--- src/rtl/urbg_pkg.sv ---
// Purpose: shared constants and types for the channel ready/baud/tx block
// Assumes: single 200 MHz clock domain
// Notes:   fifo depth and field positions fixed
package urbg_pkg;
  localparam int unsigned URBG_DEPTH      = 64;
  localparam int unsigned URBG_PTR_W      = 6;
  localparam int unsigned URBG_CNT_W      = 7;
  localparam int unsigned URBG_BIT_TICKS  = 16;
  localparam int unsigned URBG_MID_TICK   = 15;
  localparam int unsigned URBG_PRE_DIV4   = 4;
  localparam int unsigned URBG_TO_CHARS   = 4;
  localparam int unsigned URBG_TO_EXTRA   = 12;
  // register indices (byte address = index)
  localparam logic [2:0] URBG_REG_DATA    = 3'h0;
  localparam logic [2:0] URBG_REG_DIVLO   = 3'h1;
  localparam logic [2:0] URBG_REG_FIFOCTL = 3'h2;
  localparam logic [2:0] URBG_REG_LINECTL = 3'h3;
  localparam logic [2:0] URBG_REG_MODEM   = 3'h4;
  localparam logic [2:0] URBG_REG_LSTAT   = 3'h5;
  localparam logic [2:0] URBG_REG_DIVHI   = 3'h6;
  localparam logic [2:0] URBG_REG_TRIG    = 3'h7;
  // field positions
  localparam int unsigned URBG_FC_EN      = 0;
  localparam int unsigned URBG_FC_BLK     = 3;
  localparam int unsigned URBG_MC_PRE     = 7;
  localparam int unsigned URBG_LS_RX_READY_N_OUT   = 0;
  localparam int unsigned URBG_LS_TXEMPTY = 5;
  localparam int unsigned URBG_LS_SHEMPTY = 6;
  // reset values
  localparam logic [7:0] URBG_FC_RST      = 8'h00;
  localparam logic [7:0] URBG_MC_RST      = 8'h00;
  localparam logic [7:0] URBG_LC_RST      = 8'h03;
  localparam logic [15:0] URBG_DIV_RST    = 16'h0001;

  typedef enum logic [4:0] {
    URBG_TX_IDLE  = 5'b00001,
    URBG_TX_START = 5'b00010,
    URBG_TX_DATA  = 5'b00100,
    URBG_TX_PAR   = 5'b01000,
    URBG_TX_STOP  = 5'b10000
  } urbg_txst_t;

  typedef struct packed {
    logic [2:0] addr;
    logic [7:0] wdata;
    logic       wr;
    logic       rd;
  } urbg_bus_t;

  typedef struct packed {
    logic [URBG_CNT_W-1:0] rx_trig;
    logic [URBG_CNT_W-1:0] tx_trig;
  } urbg_trig_t;
endpackage

--- src/rtl/urbg_channel.sv ---
// Purpose: one serial channel: ready/interrupt levels, baud gen, transmitter
// Assumes: bus strobes one cycle, read data valid the cycle after the strobe
// Notes:   receive fifo is filled from a simple byte-push port
// Overview of operation
// - no fifo: tx irq high when holding empty
// - fifo: tx irq low above trigger
// - no fifo: rx irq high with byte
// - fifo: rx irq above trigger
// - block bit only steers ready outputs
// - no fifo: rx ready low with byte
// - fifo single mode: rx ready low nonempty
// - block mode: rx ready latches until empty
// - no fifo: tx ready low when empty
// - fifo single mode: tx ready low empty
// - block mode: tx ready low if space
// - fifo bit enables both fifos
// - modem bit 7 selects prescale four
// - divisor 1..65535 gives 16x tick
// - sixteen ticks per serial bit
// - start, data, parity, stop framing
// - 8-bit shifter and 64-byte fifo
// - status bits 5 and 6 report
// - bus runs on system clock only
// - shifter empty needs fifo empty too
// - timeout four chars plus twelve bits
module urbg_channel
  import urbg_pkg::*;
(
  // clock and reset
  input  wire logic       clk_i,
  input  wire logic       rstn_i,
  // register bus
  input  wire urbg_bus_t  bus_i,
  output logic [7:0]      rdata_o,
  // trigger levels
  input  wire urbg_trig_t trig_i,
  // receive byte push
  input  wire logic       rx_push_i,
  input  wire logic [7:0] rx_byte_i,
  // serial and status pins
  output logic            txd_o,
  output logic            tx_int_o,
  output logic            rx_int_o,
  output logic            rx_ready_n_out_o,
  output logic            tx_ready_n_out_o,
  output logic            tick16_o
);

  logic [7:0]            fifo_control_reg_ff;
  logic [7:0]            modem_control_reg_ff;
  logic [7:0]            line_ctl_ff;
  logic [7:0]            divisor_low_byte_ff;
  logic [7:0]            divisor_high_byte_ff;
  logic [7:0]            rdata_ff;
  logic [7:0]            tx_mem [URBG_DEPTH];
  logic [7:0]            rx_mem [URBG_DEPTH];
  logic [URBG_PTR_W-1:0] tx_wp_ff, tx_rp_ff, rx_wp_ff, rx_rp_ff;
  logic [URBG_CNT_W-1:0] tx_cnt_ff, rx_cnt_ff;
  logic [1:0]            pre_ff;
  logic [15:0]           brg_ff;
  logic                  tick_ff;
  urbg_txst_t            st_ff;
  logic [3:0]            sub_ff;
  logic [2:0]            bit_ff;
  logic [7:0]            tx_shifter_ff;
  logic                  par_ff;
  logic                  stop2_ff;
  logic                  txd_ff;
  logic [9:0]            to_ff;
  logic                  to_hit_ff;
  logic                  rx_blk_n_ff;

  logic fifo_on, blk_on, wr_hit, rd_hit, tx_push, tx_pop, rx_pop;
  logic tx_full, tx_empty, rx_full, rx_empty, sh_idle;
  logic [7:0] lsr_val;
  logic [9:0] to_limit;

  function automatic logic hit(input urbg_bus_t b, input logic [2:0] a);
    return b.addr == a;
  endfunction

  assign fifo_on = fifo_control_reg_ff[URBG_FC_EN];
  // block bit only for ready pins
  assign blk_on  = fifo_on & fifo_control_reg_ff[URBG_FC_BLK];
  assign wr_hit  = bus_i.wr;
  assign rd_hit  = bus_i.rd;
  assign tx_full  = tx_cnt_ff == URBG_CNT_W'(URBG_DEPTH);
  assign tx_empty = tx_cnt_ff == '0;
  assign rx_full  = fifo_on ? (rx_cnt_ff == URBG_CNT_W'(URBG_DEPTH))
                            : (rx_cnt_ff != '0);
  assign rx_empty = rx_cnt_ff == '0;
  // non-fifo mode holds a single byte
  assign tx_push = wr_hit & hit(bus_i, URBG_REG_DATA) &
                   (fifo_on ? !tx_full : tx_empty);
  assign rx_pop  = rd_hit & hit(bus_i, URBG_REG_DATA) & !rx_empty;
  assign tx_pop  = tick_ff & (st_ff == URBG_TX_IDLE) & !tx_empty;
  assign sh_idle = st_ff == URBG_TX_IDLE;

  // configuration registers
  // bus uses system clock, not baud tick
  always_ff @(posedge clk_i or negedge rstn_i) begin
    if (!rstn_i) begin
      fifo_control_reg_ff  <= URBG_FC_RST;
      modem_control_reg_ff <= URBG_MC_RST;
      line_ctl_ff          <= URBG_LC_RST;
      divisor_low_byte_ff  <= URBG_DIV_RST[7:0];
      divisor_high_byte_ff <= URBG_DIV_RST[15:8];
    end else if (wr_hit) begin
      if (hit(bus_i, URBG_REG_FIFOCTL))
        fifo_control_reg_ff <= bus_i.wdata;
      if (hit(bus_i, URBG_REG_MODEM))
        modem_control_reg_ff <= bus_i.wdata;
      if (hit(bus_i, URBG_REG_LINECTL))
        line_ctl_ff <= bus_i.wdata;
      if (hit(bus_i, URBG_REG_DIVLO))
        divisor_low_byte_ff <= bus_i.wdata;
      if (hit(bus_i, URBG_REG_DIVHI))
        divisor_high_byte_ff <= bus_i.wdata;
    end
  end

  always_comb begin
    lsr_val = 8'h00;
    lsr_val[URBG_LS_RX_READY_N_OUT]   = !rx_empty;
    lsr_val[URBG_LS_TXEMPTY] = tx_empty;
    lsr_val[URBG_LS_SHEMPTY] = tx_empty & sh_idle;
  end

  always_ff @(posedge clk_i or negedge rstn_i) begin
    if (!rstn_i) begin
      rdata_ff <= 8'h00;
    end else if (rd_hit) begin
      unique case (bus_i.addr)
        URBG_REG_DATA:    rdata_ff <= rx_mem[rx_rp_ff];
        URBG_REG_DIVLO:   rdata_ff <= divisor_low_byte_ff;
        URBG_REG_FIFOCTL: rdata_ff <= fifo_control_reg_ff;
        URBG_REG_LINECTL: rdata_ff <= line_ctl_ff;
        URBG_REG_MODEM:   rdata_ff <= modem_control_reg_ff;
        URBG_REG_LSTAT:   rdata_ff <= lsr_val;
        URBG_REG_DIVHI:   rdata_ff <= divisor_high_byte_ff;
        URBG_REG_TRIG:    rdata_ff <= {1'b0, tx_cnt_ff};
      endcase
    end else begin
      rdata_ff <= 8'h00;
    end
  end
  assign rdata_o = rdata_ff;

  // transmit fifo
  // 64-byte fifo, head is holding reg
  always_ff @(posedge clk_i) begin
    if (tx_push)
      tx_mem[tx_wp_ff] <= bus_i.wdata;
    if (rx_push_i && !rx_full)
      rx_mem[rx_wp_ff] <= rx_byte_i;
  end

  always_ff @(posedge clk_i or negedge rstn_i) begin
    if (!rstn_i) begin
      tx_wp_ff  <= '0;
      tx_rp_ff  <= '0;
      tx_cnt_ff <= '0;
    end else begin
      if (tx_push)
        tx_wp_ff <= tx_wp_ff + 1'b1;
      if (tx_pop)
        tx_rp_ff <= tx_rp_ff + 1'b1;
      tx_cnt_ff <= tx_cnt_ff + URBG_CNT_W'(tx_push) - URBG_CNT_W'(tx_pop);
    end
  end

  always_ff @(posedge clk_i or negedge rstn_i) begin
    if (!rstn_i) begin
      rx_wp_ff  <= '0;
      rx_rp_ff  <= '0;
      rx_cnt_ff <= '0;
    end else begin
      if (rx_push_i && !rx_full)
        rx_wp_ff <= rx_wp_ff + 1'b1;
      if (rx_pop)
        rx_rp_ff <= rx_rp_ff + 1'b1;
      rx_cnt_ff <= rx_cnt_ff + URBG_CNT_W'(rx_push_i && !rx_full)
                 - URBG_CNT_W'(rx_pop);
    end
  end

  always_ff @(posedge clk_i or negedge rstn_i) begin
    if (!rstn_i) begin
      pre_ff  <= '0;
      brg_ff  <= 16'h0001;
      tick_ff <= 1'b0;
    end else begin
      tick_ff <= 1'b0;
      if (!modem_control_reg_ff[URBG_MC_PRE] ||
          pre_ff == 2'(URBG_PRE_DIV4 - 1)) begin
        pre_ff <= '0;
        if (brg_ff <= 16'h0001) begin
          brg_ff  <= {divisor_high_byte_ff, divisor_low_byte_ff};
          tick_ff <= 1'b1;
        end else begin
          brg_ff <= brg_ff - 1'b1;
        end
      end else begin
        pre_ff <= pre_ff + 1'b1;
      end
    end
  end
  assign tick16_o = tick_ff;

  // transmitter
  // frame sequence
  always_ff @(posedge clk_i or negedge rstn_i) begin
    if (!rstn_i) begin
      st_ff         <= URBG_TX_IDLE;
      sub_ff        <= '0;
      bit_ff        <= '0;
      tx_shifter_ff <= '0;
      par_ff        <= 1'b0;
      stop2_ff      <= 1'b0;
      txd_ff        <= 1'b1;
    end else if (tick_ff) begin
      sub_ff <= (st_ff == URBG_TX_IDLE) ? 4'h0 : sub_ff + 1'b1;
      unique case (st_ff)
        URBG_TX_IDLE: begin
          txd_ff <= 1'b1;
          if (!tx_empty) begin
            tx_shifter_ff <= tx_mem[tx_rp_ff];
            par_ff        <= ^(tx_mem[tx_rp_ff] &
                               (8'hff >> (2'd3 - line_ctl_ff[1:0]))) ^
                             ~line_ctl_ff[4];
            stop2_ff      <= line_ctl_ff[2];
            bit_ff        <= '0;
            txd_ff        <= 1'b0;
            st_ff         <= URBG_TX_START;
          end
        end
        URBG_TX_START: begin
          if (sub_ff == 4'(URBG_MID_TICK)) begin
            txd_ff <= tx_shifter_ff[0];
            st_ff  <= URBG_TX_DATA;
          end
        end
        URBG_TX_DATA: begin
          if (sub_ff == 4'(URBG_MID_TICK)) begin
            tx_shifter_ff <= {1'b0, tx_shifter_ff[7:1]};
            bit_ff        <= bit_ff + 1'b1;
            if (bit_ff == {1'b1, line_ctl_ff[1:0]}) begin
              txd_ff <= line_ctl_ff[3] ? par_ff : 1'b1;
              st_ff  <= line_ctl_ff[3] ? URBG_TX_PAR : URBG_TX_STOP;
            end else begin
              txd_ff <= tx_shifter_ff[1];
            end
          end
        end
        URBG_TX_PAR: begin
          if (sub_ff == 4'(URBG_MID_TICK)) begin
            txd_ff <= 1'b1;
            st_ff  <= URBG_TX_STOP;
          end
        end
        URBG_TX_STOP: begin
          if (sub_ff == 4'(URBG_MID_TICK)) begin
            if (stop2_ff)
              stop2_ff <= 1'b0;
            else
              st_ff <= URBG_TX_IDLE;
          end
        end
      endcase
    end
  end
  assign txd_o = txd_ff;

  assign to_limit = 10'((URBG_TO_CHARS * (line_ctl_ff[1:0] + 5)
                   + URBG_TO_EXTRA) * URBG_BIT_TICKS);
  always_ff @(posedge clk_i or negedge rstn_i) begin
    if (!rstn_i) begin
      to_ff     <= '0;
      to_hit_ff <= 1'b0;
    end else if (rx_push_i || rx_pop || rx_empty) begin
      to_ff     <= '0;
      to_hit_ff <= 1'b0;
    end else if (tick_ff && to_ff != to_limit) begin
      to_ff <= to_ff + 1'b1;
      to_hit_ff <= (to_ff + 1'b1) == to_limit;
    end
  end

  always_ff @(posedge clk_i or negedge rstn_i) begin
    if (!rstn_i)
      rx_blk_n_ff <= 1'b1;
    else if (rx_empty)
      rx_blk_n_ff <= 1'b1;
    else if (rx_cnt_ff >= trig_i.rx_trig || to_hit_ff)
      rx_blk_n_ff <= 1'b0;
  end

  always_comb begin
    tx_int_o = fifo_on ? !(tx_cnt_ff > trig_i.tx_trig) : tx_empty;
    rx_int_o = fifo_on ? (rx_cnt_ff > trig_i.rx_trig) : !rx_empty;
    if (!fifo_on) begin
      rx_ready_n_out_o = rx_empty;
      tx_ready_n_out_o = !tx_empty;
    end else if (!blk_on) begin
      rx_ready_n_out_o = rx_empty;
      tx_ready_n_out_o = !tx_empty;
    end else begin
      rx_ready_n_out_o = rx_blk_n_ff;
      tx_ready_n_out_o = tx_full;
    end
  end

endmodule // urbg_channel

--- config.mk ---
export PLATFORM = sky130hd
export DESIGN_NAME = urbg_channel
export DESIGN_NICKNAME = d
export VERILOG_FILES = /design/src/rtl/urbg_pkg.sv /design/src/rtl/urbg_channel.sv
export SDC_FILE = /design/constraint.sdc
export NUM_CORES = 1
export LEC_CHECK = 0
export BUFFER_PORTS_ARGS = -buffer_cell sky130_fd_sc_hd__buf_2
export CAP_MARGIN = 25
export CORE_MARGIN = 10
export CORE_UTILIZATION = 55
export CTS_CLUSTER_DIAMETER = 60
export DETAILED_ROUTE_END_ITERATION = 6
export PLACE_DENSITY_LB_ADDON = 0.3
export SYNTH_ARGS = -nofsm -noshare
export SYNTH_HDL_FRONTEND = slang
export SYNTH_SLANG_ARGS = --single-unit
--- constraint.sdc ---
create_clock -name clk_i -period 5.75 [get_ports clk_i]
set_clock_uncertainty 0.2 [all_clocks]
set_input_delay 0.575 -clock clk_i [delete_from_list [all_inputs] [get_ports clk_i]]
set_output_delay 0.575 -clock clk_i [all_outputs]
set_load 0.02 [all_outputs]
==> PnR_summary.wiki, run 1 <==
{| class="wikitable"
! Metric !! Value
|-
| First-pass DRT Iterations || 5
|-
| Maximum buffer depth of the clock tree || 3
|-
| Post-route design area || 52,900 sq um
|-
| Endpoint with the worst hold slack || rx_mem[59][6]
|-
| Share of flip-flops with an asynchronous set or reset || 12.0%
|-
| Comb power frac || 16.8%
|-
| Number of I/O pins || 52
|-
| Leakage power || 17.2 nW
|-
| R2R Path Start || tx_rp_ff[1]
|-
| Longest individual stage delay on the worst path || 1.02 ns
|-
| Horizontal extent of the die || 314 microns
|-
| DRC viols || 0
|-
| Setup Viol. Count Final || 0
|-
| Total Nets Final || 2,747
|-
| Number of max-cap violations || 0
|-
| Number of instances on the worst hold path || 1
|-
| FF-to-FF End || par_ff
|-
| RD Place Congestion || 0.926
|-
| Max Clock Freq || 238 MHz
|-
| Worst Max-Slew Pin Slew || 1.08 ns
|-
| TritonCTS sink count || 1,164
|-
| Critical Path End Type || flop
|-
| Effective utilization at floorplan || 55.6%
|-
| Number of antenna violations at the first check in global routing || 0
|-
| Reg power frac || 47.7%
|-
| Yosys synthesis warning count || 0
|-
| Synthesized net count || 2,672
|-
| Final-layout worst hold slack || 0.0952 ns
|-
| Height of the die || 314 microns
|-
| Post-cts gate resize count || 0
|-
| Power dissipated by switching net loads || 0.00543 W
|-
| Unrepaired setup endpoints after global routing || false
|-
| Clock tree from TritonCTS || yes
|-
| Cell accounting for the most synthesized area || sky130_fd_sc_hd__edfxtp_1
|-
| Total placed instance area || 48,900 sq um
|-
| Most common cell in the netlist || sky130_fd_sc_hd__edfxtp_1
|-
| Aggregate global-route resource usage || 22.0%
|-
| Slowest cell on crit path || sky130_fd_sc_hd__dfrtp_4
|-
| Required time at the worst-slack endpoint || 6.14 ns
|-
| Area contributors post-synth || sky130_fd_sc_hd__edfxtp_1 65%, sky130_fd_sc_hd__mux4_2 14%, sky130_fd_sc_hd__dfrtp_1 7.0%
|-
| Shortest period the worst path allows || 4.20 ns
|-
| Clock transition at the registers of the reported paths || 0.06 ns
|-
| Total grt overflow || 0
|-
| Pwr per Cell Area || 396 nW/um^2
|-
| Post-Syn Area || 47,500 sq um
|-
| Worst-path maximum fanout || 60
|-
| Die Outline Area || 98,500 sq um
|-
| Instance count of the mapped netlist || 2,585
|-
| Number of buffers inserted by hold repair at cts || 3
|-
| Crit path DAT || 4.59 ns
|-
| Routed wire length || 109,000 microns
|-
| Largest vdd supply drop || 0.342 mV
|-
| Total internal power || 0.0155 W
|-
| Dominant cell type by count on the critical path || sky130_fd_sc_hd__o21ai_0
|-
| Average instance area after synthesis || 18.4 sq um
|-
| Synth-to-layout area growth || 11.5%
|-
| Buf/Inv on CP || 1
|-
| Clock power frac || 35.6%
|-
| Slew HR || 28.1%
|-
| Unique masters post-synth || 69
|-
| First-pass GRT wire length || 164,000 microns
|-
| Number of cell instances on the worst register-to-register path || 10
|-
| Clock Root Buffer || sky130_fd_sc_hd__clkbuf_16
|-
| Num CTS Buffers || 114
|-
| Number of nets with antenna violations after detailed routing || 0
|-
| Post-DR wirelength/cell || 28.0 microns
|-
| Number of buffers inserted by port buffering || 51
|-
| Cells traversed along the worst timing path || buf_4 > mux4_2 > a22o_1 > o21ai_0 > o21ai_0 > o21a_1 > xor2_1 > xnor2_2 > xnor3_1 > o21ai_1
|-
| Worst path top cell family by delay || compound AO/OA/AOI/OAI gates
|-
| Setup TNS || 0 ns
|-
| Total number of vias || 24,800
|-
| Violation count after the first detailed-routing iteration || 2,856
|-
| Count of H-tree levels built during CTS || 3
|-
| Run status || complete, no violations
|-
| Area share of the largest cell type after synthesis || 64.8%
|-
| Number of hold violations in the final report || 0
|-
| Part of the cycle the worst path needs || 73.1%
|-
| Synth Flop Type || sky130_fd_sc_hd__edfxtp_1
|-
| Number of global-route vias before repair || 25,000
|-
| Beginning of the worst hold path || rx_byte_i[6]
|-
| Portion of the post-synthesis area used by sequential elements || 72.2%
|-
| Clock insertion delay at the later pin of the skew report || 0.70 ns
|-
| Final HPWL from detailed placement || 67,800 microns
|-
| Synthesized flop and latch total || 1,164
|-
| Maximum number of pins on one net before global-route repair || 103
|-
| Post-CTS Repair Setup Buffers || 0
|-
| Reg2Reg Setup Slack || 1.55 ns
|-
| Core Footprint || 85,400 sq um
|-
| Post-synth top cells || 1,024 x sky130_fd_sc_hd__edfxtp_1, 286 x sky130_fd_sc_hd__mux4_2, 224 x sky130_fd_sc_hd__nor2_1, 133 x sky130_fd_sc_hd__dfrtp_1, 109 x sky130_fd_sc_hd__nand2_1
|-
| Fraction of layout instances using a drive strength above 1 || 23.0%
|-
| Row count || 107
|-
| Via density per instance || 6.36
|-
| Sw frac || 26.0%
|-
| Number of flops mapped to enable cells by yosys || 1,024
|-
| Worst hold-check path type || primary input to flop
|-
| Sort of element at the start of the critical path || flop
|-
| Number of slew-limit violations in the final report || 0
|-
| WS Path Type || flop to flop
|}
per-stage QoR:
| step | power, W | std cells | util, % | worst slack (ns) |
|---|---|---|---|---|
| finish | 0.0209 | 3905 | 61.9 | 1.55 |
| global route | 0.0216 | 3904 | 61.9 | 1.18 |
| CTS | 0.0210 | 3896 | 61.8 | 1.56 |
| detailed placement | 0.0136 | 3677 | 57.3 | 1.61 |
| global placement | 0.0136 | 3675 | 57.3 | 1.60 |
| floorplan | 0.0125 | 2585 | - | 2.29 |
power groups by stage:
stage | registers (W) | clock network (W) | logic (W)
floorplan | 0.00983 | 0 | 0.00263
global placement | 0.0101 | 0 | 0.00344
detailed placement | 0.0102 | 0 | 0.00349
CTS | 0.00998 | 0.00752 | 0.00351
global route | 0.0100 | 0.00787 | 0.00375
finish | 0.00998 | 0.00744 | 0.00351
cells by family (layout without fill, tap and decap cells):
group	after synthesis	after routing	share of synthesized area, %
XOR/XNOR	59	59	1.13
adder cells (fa/ha/maj)	49	49	1.32
buffers and inverters	201	376	1.77
AO/OA/AOI/OAI	254	254	3.41
flip-flops	1164	1164	72.2
multiplexers	378	378	15.6
AND/OR/NAND/NOR	480	480	4.55
other	0	1	0
how the worst max path moves through the flow:
stage	from	end	slack (ns)	depth (start not counted)
detailed placement	tx_rp_ff[0]	par_ff	1.61	10
finish	tx_rp_ff[1]	par_ff	1.55	10
floorplan	tx_cnt_ff[2]	tx_cnt_ff[6]	2.29	19
global placement	tx_rp_ff[0]	par_ff	1.60	10
global route	st_ff[2]	tx_cnt_ff[6]	1.18	17
CTS	tx_rp_ff[0]	par_ff	1.56	10
registers in the layout, indices dropped and copies added, names as in the netlist, 2 cells and up:
signal and count:
rx_mem 512, tx_mem 512, brg_ff 16, to_ff 10, divisor_high_byte_ff 8, divisor_low_byte_ff 8
fifo_control_reg_ff 8, line_ctl_ff 8, modem_control_reg_ff 8, rdata_o 8, tx_shifter_ff 8, rx_cnt_ff 7
tx_cnt_ff 7, rx_rp_ff 6, rx_wp_ff 6, tx_rp_ff 6, tx_wp_ff 6, st_ff 5
sub_ff 4, bit_ff 3, pre_ff 2
metal layers:
metal / up-vias / share of wire (%) / track usage (%)
li1: 10500 / - / -
met1: 12800 / 39 / 29.3
met2: 1268 / 50 / 36.2
met3: 246 / 7.6 / 3.81
met4: 0 / 3.9 / 8.35
met5: - / 0 / 0
placed cells by master, fill, tap and decap left out, drive strengths merged, types with 10 or more instances in the layout:
cell type | netlist | routed
ha | 47 | 47
mux2i | 42 | 42
dfrtp | 133 | 133
o22ai | 18 | 18
a22oi | 22 | 22
xor2 | 22 | 22
bufinv | 0 | 12
nand3b | 21 | 21
nor2 | 224 | 224
mux2 | 50 | 50
nand4 | 14 | 14
o21ai | 60 | 60
nor3 | 13 | 13
clkbuf | 82 | 141
and3 | 10 | 10
nand2 | 109 | 109
nand2b | 10 | 10
nand3 | 36 | 36
edfxtp | 1024 | 1024
a21oi | 68 | 68
a31oi | 13 | 13
buf | 58 | 95
mux4 | 286 | 286
clkinv | 2 | 56
xnor2 | 36 | 36
inv | 59 | 63
worst reg2reg max path, stage by stage, from the launching register on:
cell and delay (ns):
sky130_fd_sc_hd__dfrtp_4 1.02, sky130_fd_sc_hd__buf_4 0.54, sky130_fd_sc_hd__mux4_2 0.37, sky130_fd_sc_hd__a22o_1 0.26
sky130_fd_sc_hd__o21ai_0 0.44, sky130_fd_sc_hd__o21ai_0 0.19, sky130_fd_sc_hd__o21a_1 0.22, sky130_fd_sc_hd__xor2_1 0.27
sky130_fd_sc_hd__xnor2_2 0.17, sky130_fd_sc_hd__xnor3_1 0.32, sky130_fd_sc_hd__o21ai_1 0.12
layout make-up:
cell class              count  area (sq um)
flip-flops and latches   1164         34300
repair buffers             99           793
diodes                      1          2.50
inverters                  61           229
fillers                  5878         32500
multi-input cells        1220         12400
clock inverters            75           791
well taps                1144          1430
clock buffers             141          2990
Power figures use the tool's default switching activity.
==> inputs of run 2 (changes only) <==
Clock period 5.75 ns to 3.7 ns, I/O delays scaled along.
==> run 2 against run 1 <==
Net effect: critical path type unchanged; critical endpoint unchanged; non-clock buffer count up 211; cell count up 5.3%; utilization rose by 2.0 points.
==> PnR_summary.wiki, run 2 (synthesis results as in run 1) <==
{| class="wikitable"
! Metric !! Value
|-
| Maximum buffer depth of the clock tree || 3 (unchanged)
|-
| Clock insertion delay at the later pin of the skew report || 0.70 ns (about the same)
|-
| Cells traversed along the worst timing path || buf_12 > buf_4 > mux4_2 > mux4_2 > mux2_2 > o22ai_1 > nor2_1 > xnor2_2 > xnor3_1 > o21ai_1
|-
| Clock transition at the registers of the reported paths || 0.06 ns (about the same)
|-
| Reg2Reg Setup Slack || 0.13 ns (-1.42 ns)
|-
| Via density per instance || 6.27 (-1.4%)
|-
| Number of antenna violations at the first check in global routing || 0 (unchanged)
|-
| Number of I/O pins || 52 (unchanged)
|-
| Effective utilization at floorplan || 55.6% (unchanged)
|-
| Post-route design area || 54,600 sq um (+3.2%)
|-
| Number of nets with antenna violations after detailed routing || 0 (unchanged)
|-
| Count of filler cells inserted in the layout || 5,765 (-1.9%)
|-
| Number of slew-limit violations in the final report || 0 (unchanged)
|-
| Worst hold-check path type || primary input to flop
|-
| Sw frac || 26.0% (+0.043 points)
|-
| Number of max-cap violations || 0 (unchanged)
|-
| Slew HR || 32.9% (+4.8 points)
|-
| Clock tree from TritonCTS || yes
|-
| Number of global-route vias before repair || 26,400 (+5.6%)
|-
| Multi-input logic area || 12,400 sq um (about the same)
|-
| WS Path Type || flop to flop
|-
| Most frequent standard cell in the layout excluding fill and tap cells || sky130_fd_sc_hd__edfxtp_1
|-
| Final HPWL from detailed placement || 72,900 microns (+7.6%)
|-
| Reg power frac || 46.7% (-1.0 points)
|-
| DRC viols || 0 (unchanged)
|-
| Most used cells in the layout excluding fill and tap cells || 1,024 x sky130_fd_sc_hd__edfxtp_1, 286 x sky130_fd_sc_hd__mux4_2, 224 x sky130_fd_sc_hd__nor2_1, 224 x sky130_fd_sc_hd__buf_4, 127 x sky130_fd_sc_hd__dfrtp_1
|-
| Synth-to-layout area growth || 15.0%
|-
| Core Footprint || 85,400 sq um (unchanged)
|-
| Post-DR wirelength/cell || 27.8 microns (-0.61%)
|-
| Worst Max-Slew Pin Slew || 1.01 ns (-0.0705 ns)
|-
| Fraction of layout instances using a drive strength above 1 || 28.0% (+4.9 points)
|-
| Comb power frac || 18.0% (+1.2 points)
|-
| Clock power frac || 35.3% (-0.3 points)
|-
| Number of hold violations in the final report || 0 (unchanged)
|-
| Total Nets Final || 2,958 (+7.7%)
|-
| TritonCTS sink count || 1,164 (unchanged)
|-
| Horizontal extent of the die || 314 microns (unchanged)
|-
| Violation count after the first detailed-routing iteration || 2,761 (-3.3%)
|-
| Number of instances on the worst hold path || 4 (+3)
|-
| Total internal power || 0.0242 W (+56%)
|-
| Total placed instance area || 50,600 sq um (+3.3%)
|-
| Leakage power || 18.3 nW (+6.4%)
|-
| R2R Path Start || tx_rp_ff[0]
|-
| Part of the cycle the worst path needs || 96.5% (+23 points)
|-
| Routed wire length || 114,000 microns (+4.7%)
|-
| Unrepaired setup endpoints after global routing || false
|-
| Beginning of the worst hold path || bus_i[1]
|-
| Total number of vias || 25,800 (+3.8%)
|-
| Row count || 107 (unchanged)
|-
| Maximum number of pins on one net before global-route repair || 75 (-27%)
|-
| Clock Root Buffer || sky130_fd_sc_hd__clkbuf_16
|-
| Aggregate global-route resource usage || 23.2% (+1.2 points)
|-
| Registers with the highest flip-flop counts || rx_mem (512), tx_mem (512), brg_ff (16)
|-
| Setup TNS || 0 ns (unchanged)
|-
| Dominant cell type by count on the critical path || sky130_fd_sc_hd__mux4_2
|-
| Critical Path End Type || flop
|-
| Total grt overflow || 0 (unchanged)
|-
| Longest individual stage delay on the worst path || 0.51 ns (-0.51 ns)
|-
| First-pass GRT wire length || 172,000 microns (+5.3%)
|-
| Largest vdd supply drop || 0.542 mV (+59%)
|-
| Shortest period the worst path allows || 3.57 ns (-0.631 ns)
|-
| Power dissipated by switching net loads || 0.00850 W (+57%)
|-
| Die Outline Area || 98,500 sq um (unchanged)
|-
| Setup Viol. Count Final || 0 (unchanged)
|-
| RD Place Congestion || 0.922 (-0.48%)
|-
| Pwr Total || 0.0327 W (+56%)
|-
| Number of buffers inserted by port buffering || 51 (unchanged)
|-
| Worst-path maximum fanout || 37 (-38%)
|-
| Num CTS Buffers || 114 (unchanged)
|-
| Height of the die || 314 microns (unchanged)
|-
| Sort of element at the start of the critical path || flop
|-
| Crit path DAT || 4.00 ns (-0.59 ns)
|-
| Required time at the worst-slack endpoint || 4.13 ns (-2.01 ns)
|-
| FF-to-FF End || par_ff
|-
| Endpoint with the worst hold slack || tx_wp_ff[0]
|-
| First-pass DRT Iterations || 6 (+1)
|-
| Count of H-tree levels built during CTS || 3 (unchanged)
|-
| Slowest cell on crit path || sky130_fd_sc_hd__mux4_2
|-
| Number of cell instances on the worst register-to-register path || 10 (unchanged)
|-
| Max Clock Freq || 280 MHz (+18%)
|-
| Final core utilization || 63.9% (+2.0 points)
|-
| Run status || complete, no violations
|-
| Pwr per Cell Area || 599 nW/um^2 (+52%)
|-
| Combined flip-flop and latch cell area || 34,300 sq um (unchanged)
|}
-- run 2: what timing repair did --
action,in CTS,in global routing
hold endpoints to repair,180,46
setup buffers,0,1
endpoints found under the setup margin,0,1
hold buffers,9,5
resized for setup,0,3
-- run 2: worst max path at each step --
stage                       from            to  slack, ns  cells past startpoint
floorplan           tx_cnt_ff[2]  tx_cnt_ff[6]       0.24                     19
global placement    tx_cnt_ff[4]  tx_cnt_ff[6]       0.17                     19
detailed placement   tx_rp_ff[0]        par_ff       0.14                     10
CTS                  tx_rp_ff[0]        par_ff       0.12                     10
global route         tx_rp_ff[0]        par_ff       0.01                     10
finish               tx_rp_ff[0]        par_ff       0.13                     10
-- run 2: final cells by class --
cell class	count	area share (%)
Tap cell	1144	2.62
Inverter	61	0.419
Multi-Input combinational cell	1220	22.7
Clock buffer	153	5.66
Antenna cell	1	0.00458
Sequential cell	1164	62.8
Clock inverter	60	1.22
Timing Repair Buffer	310	4.60
-- run 2: power groups by stage --
| stage | clock network [W] | registers, W | logic [W] |
|---|---|---|---|
| 6_report | 0.0115 | 0.0153 | 0.00590 |
| 5_1_grt | 0.0122 | 0.0153 | 0.00631 |
| 4_1_cts | 0.0117 | 0.0153 | 0.00591 |
| 3_5_place_dp | 0 | 0.0155 | 0.00586 |
| 3_3_place_gp | 0 | 0.0155 | 0.00573 |
| 2_1_floorplan | 0 | 0.0153 | 0.00409 |
-- run 2: worst max-delay path, delay by kind of cell, from the launching register on --
| family | cells | cell delay [ns] |
|---|---|---|
| xor+xnor | 2 | 0.51 |
| simple gates | 1 | 0.12 |
| mux | 3 | 1.31 |
| flops | 1 | 0.46 |
| buf+inv | 2 | 0.47 |
| compound gates | 2 | 0.37 |
-- run 2: through the flow --
stage	instances	setup slack [ns]	hold slack (ns)
global route	4112	0.0149	0.0164
floorplan	2585	0.236	-0.126
detailed placement	3879	0.139	0.256
global placement	3875	0.172	0.218
finish	4113	0.129	0.0275
CTS	4101	0.122	0.0188
-- run 2: routing by layer --
metal	global-route usage (%)	wire, microns
met5	0	0
met4	10.3	5310
met3	3.66	8420
met2	38.2	57400
met1	30.5	43100
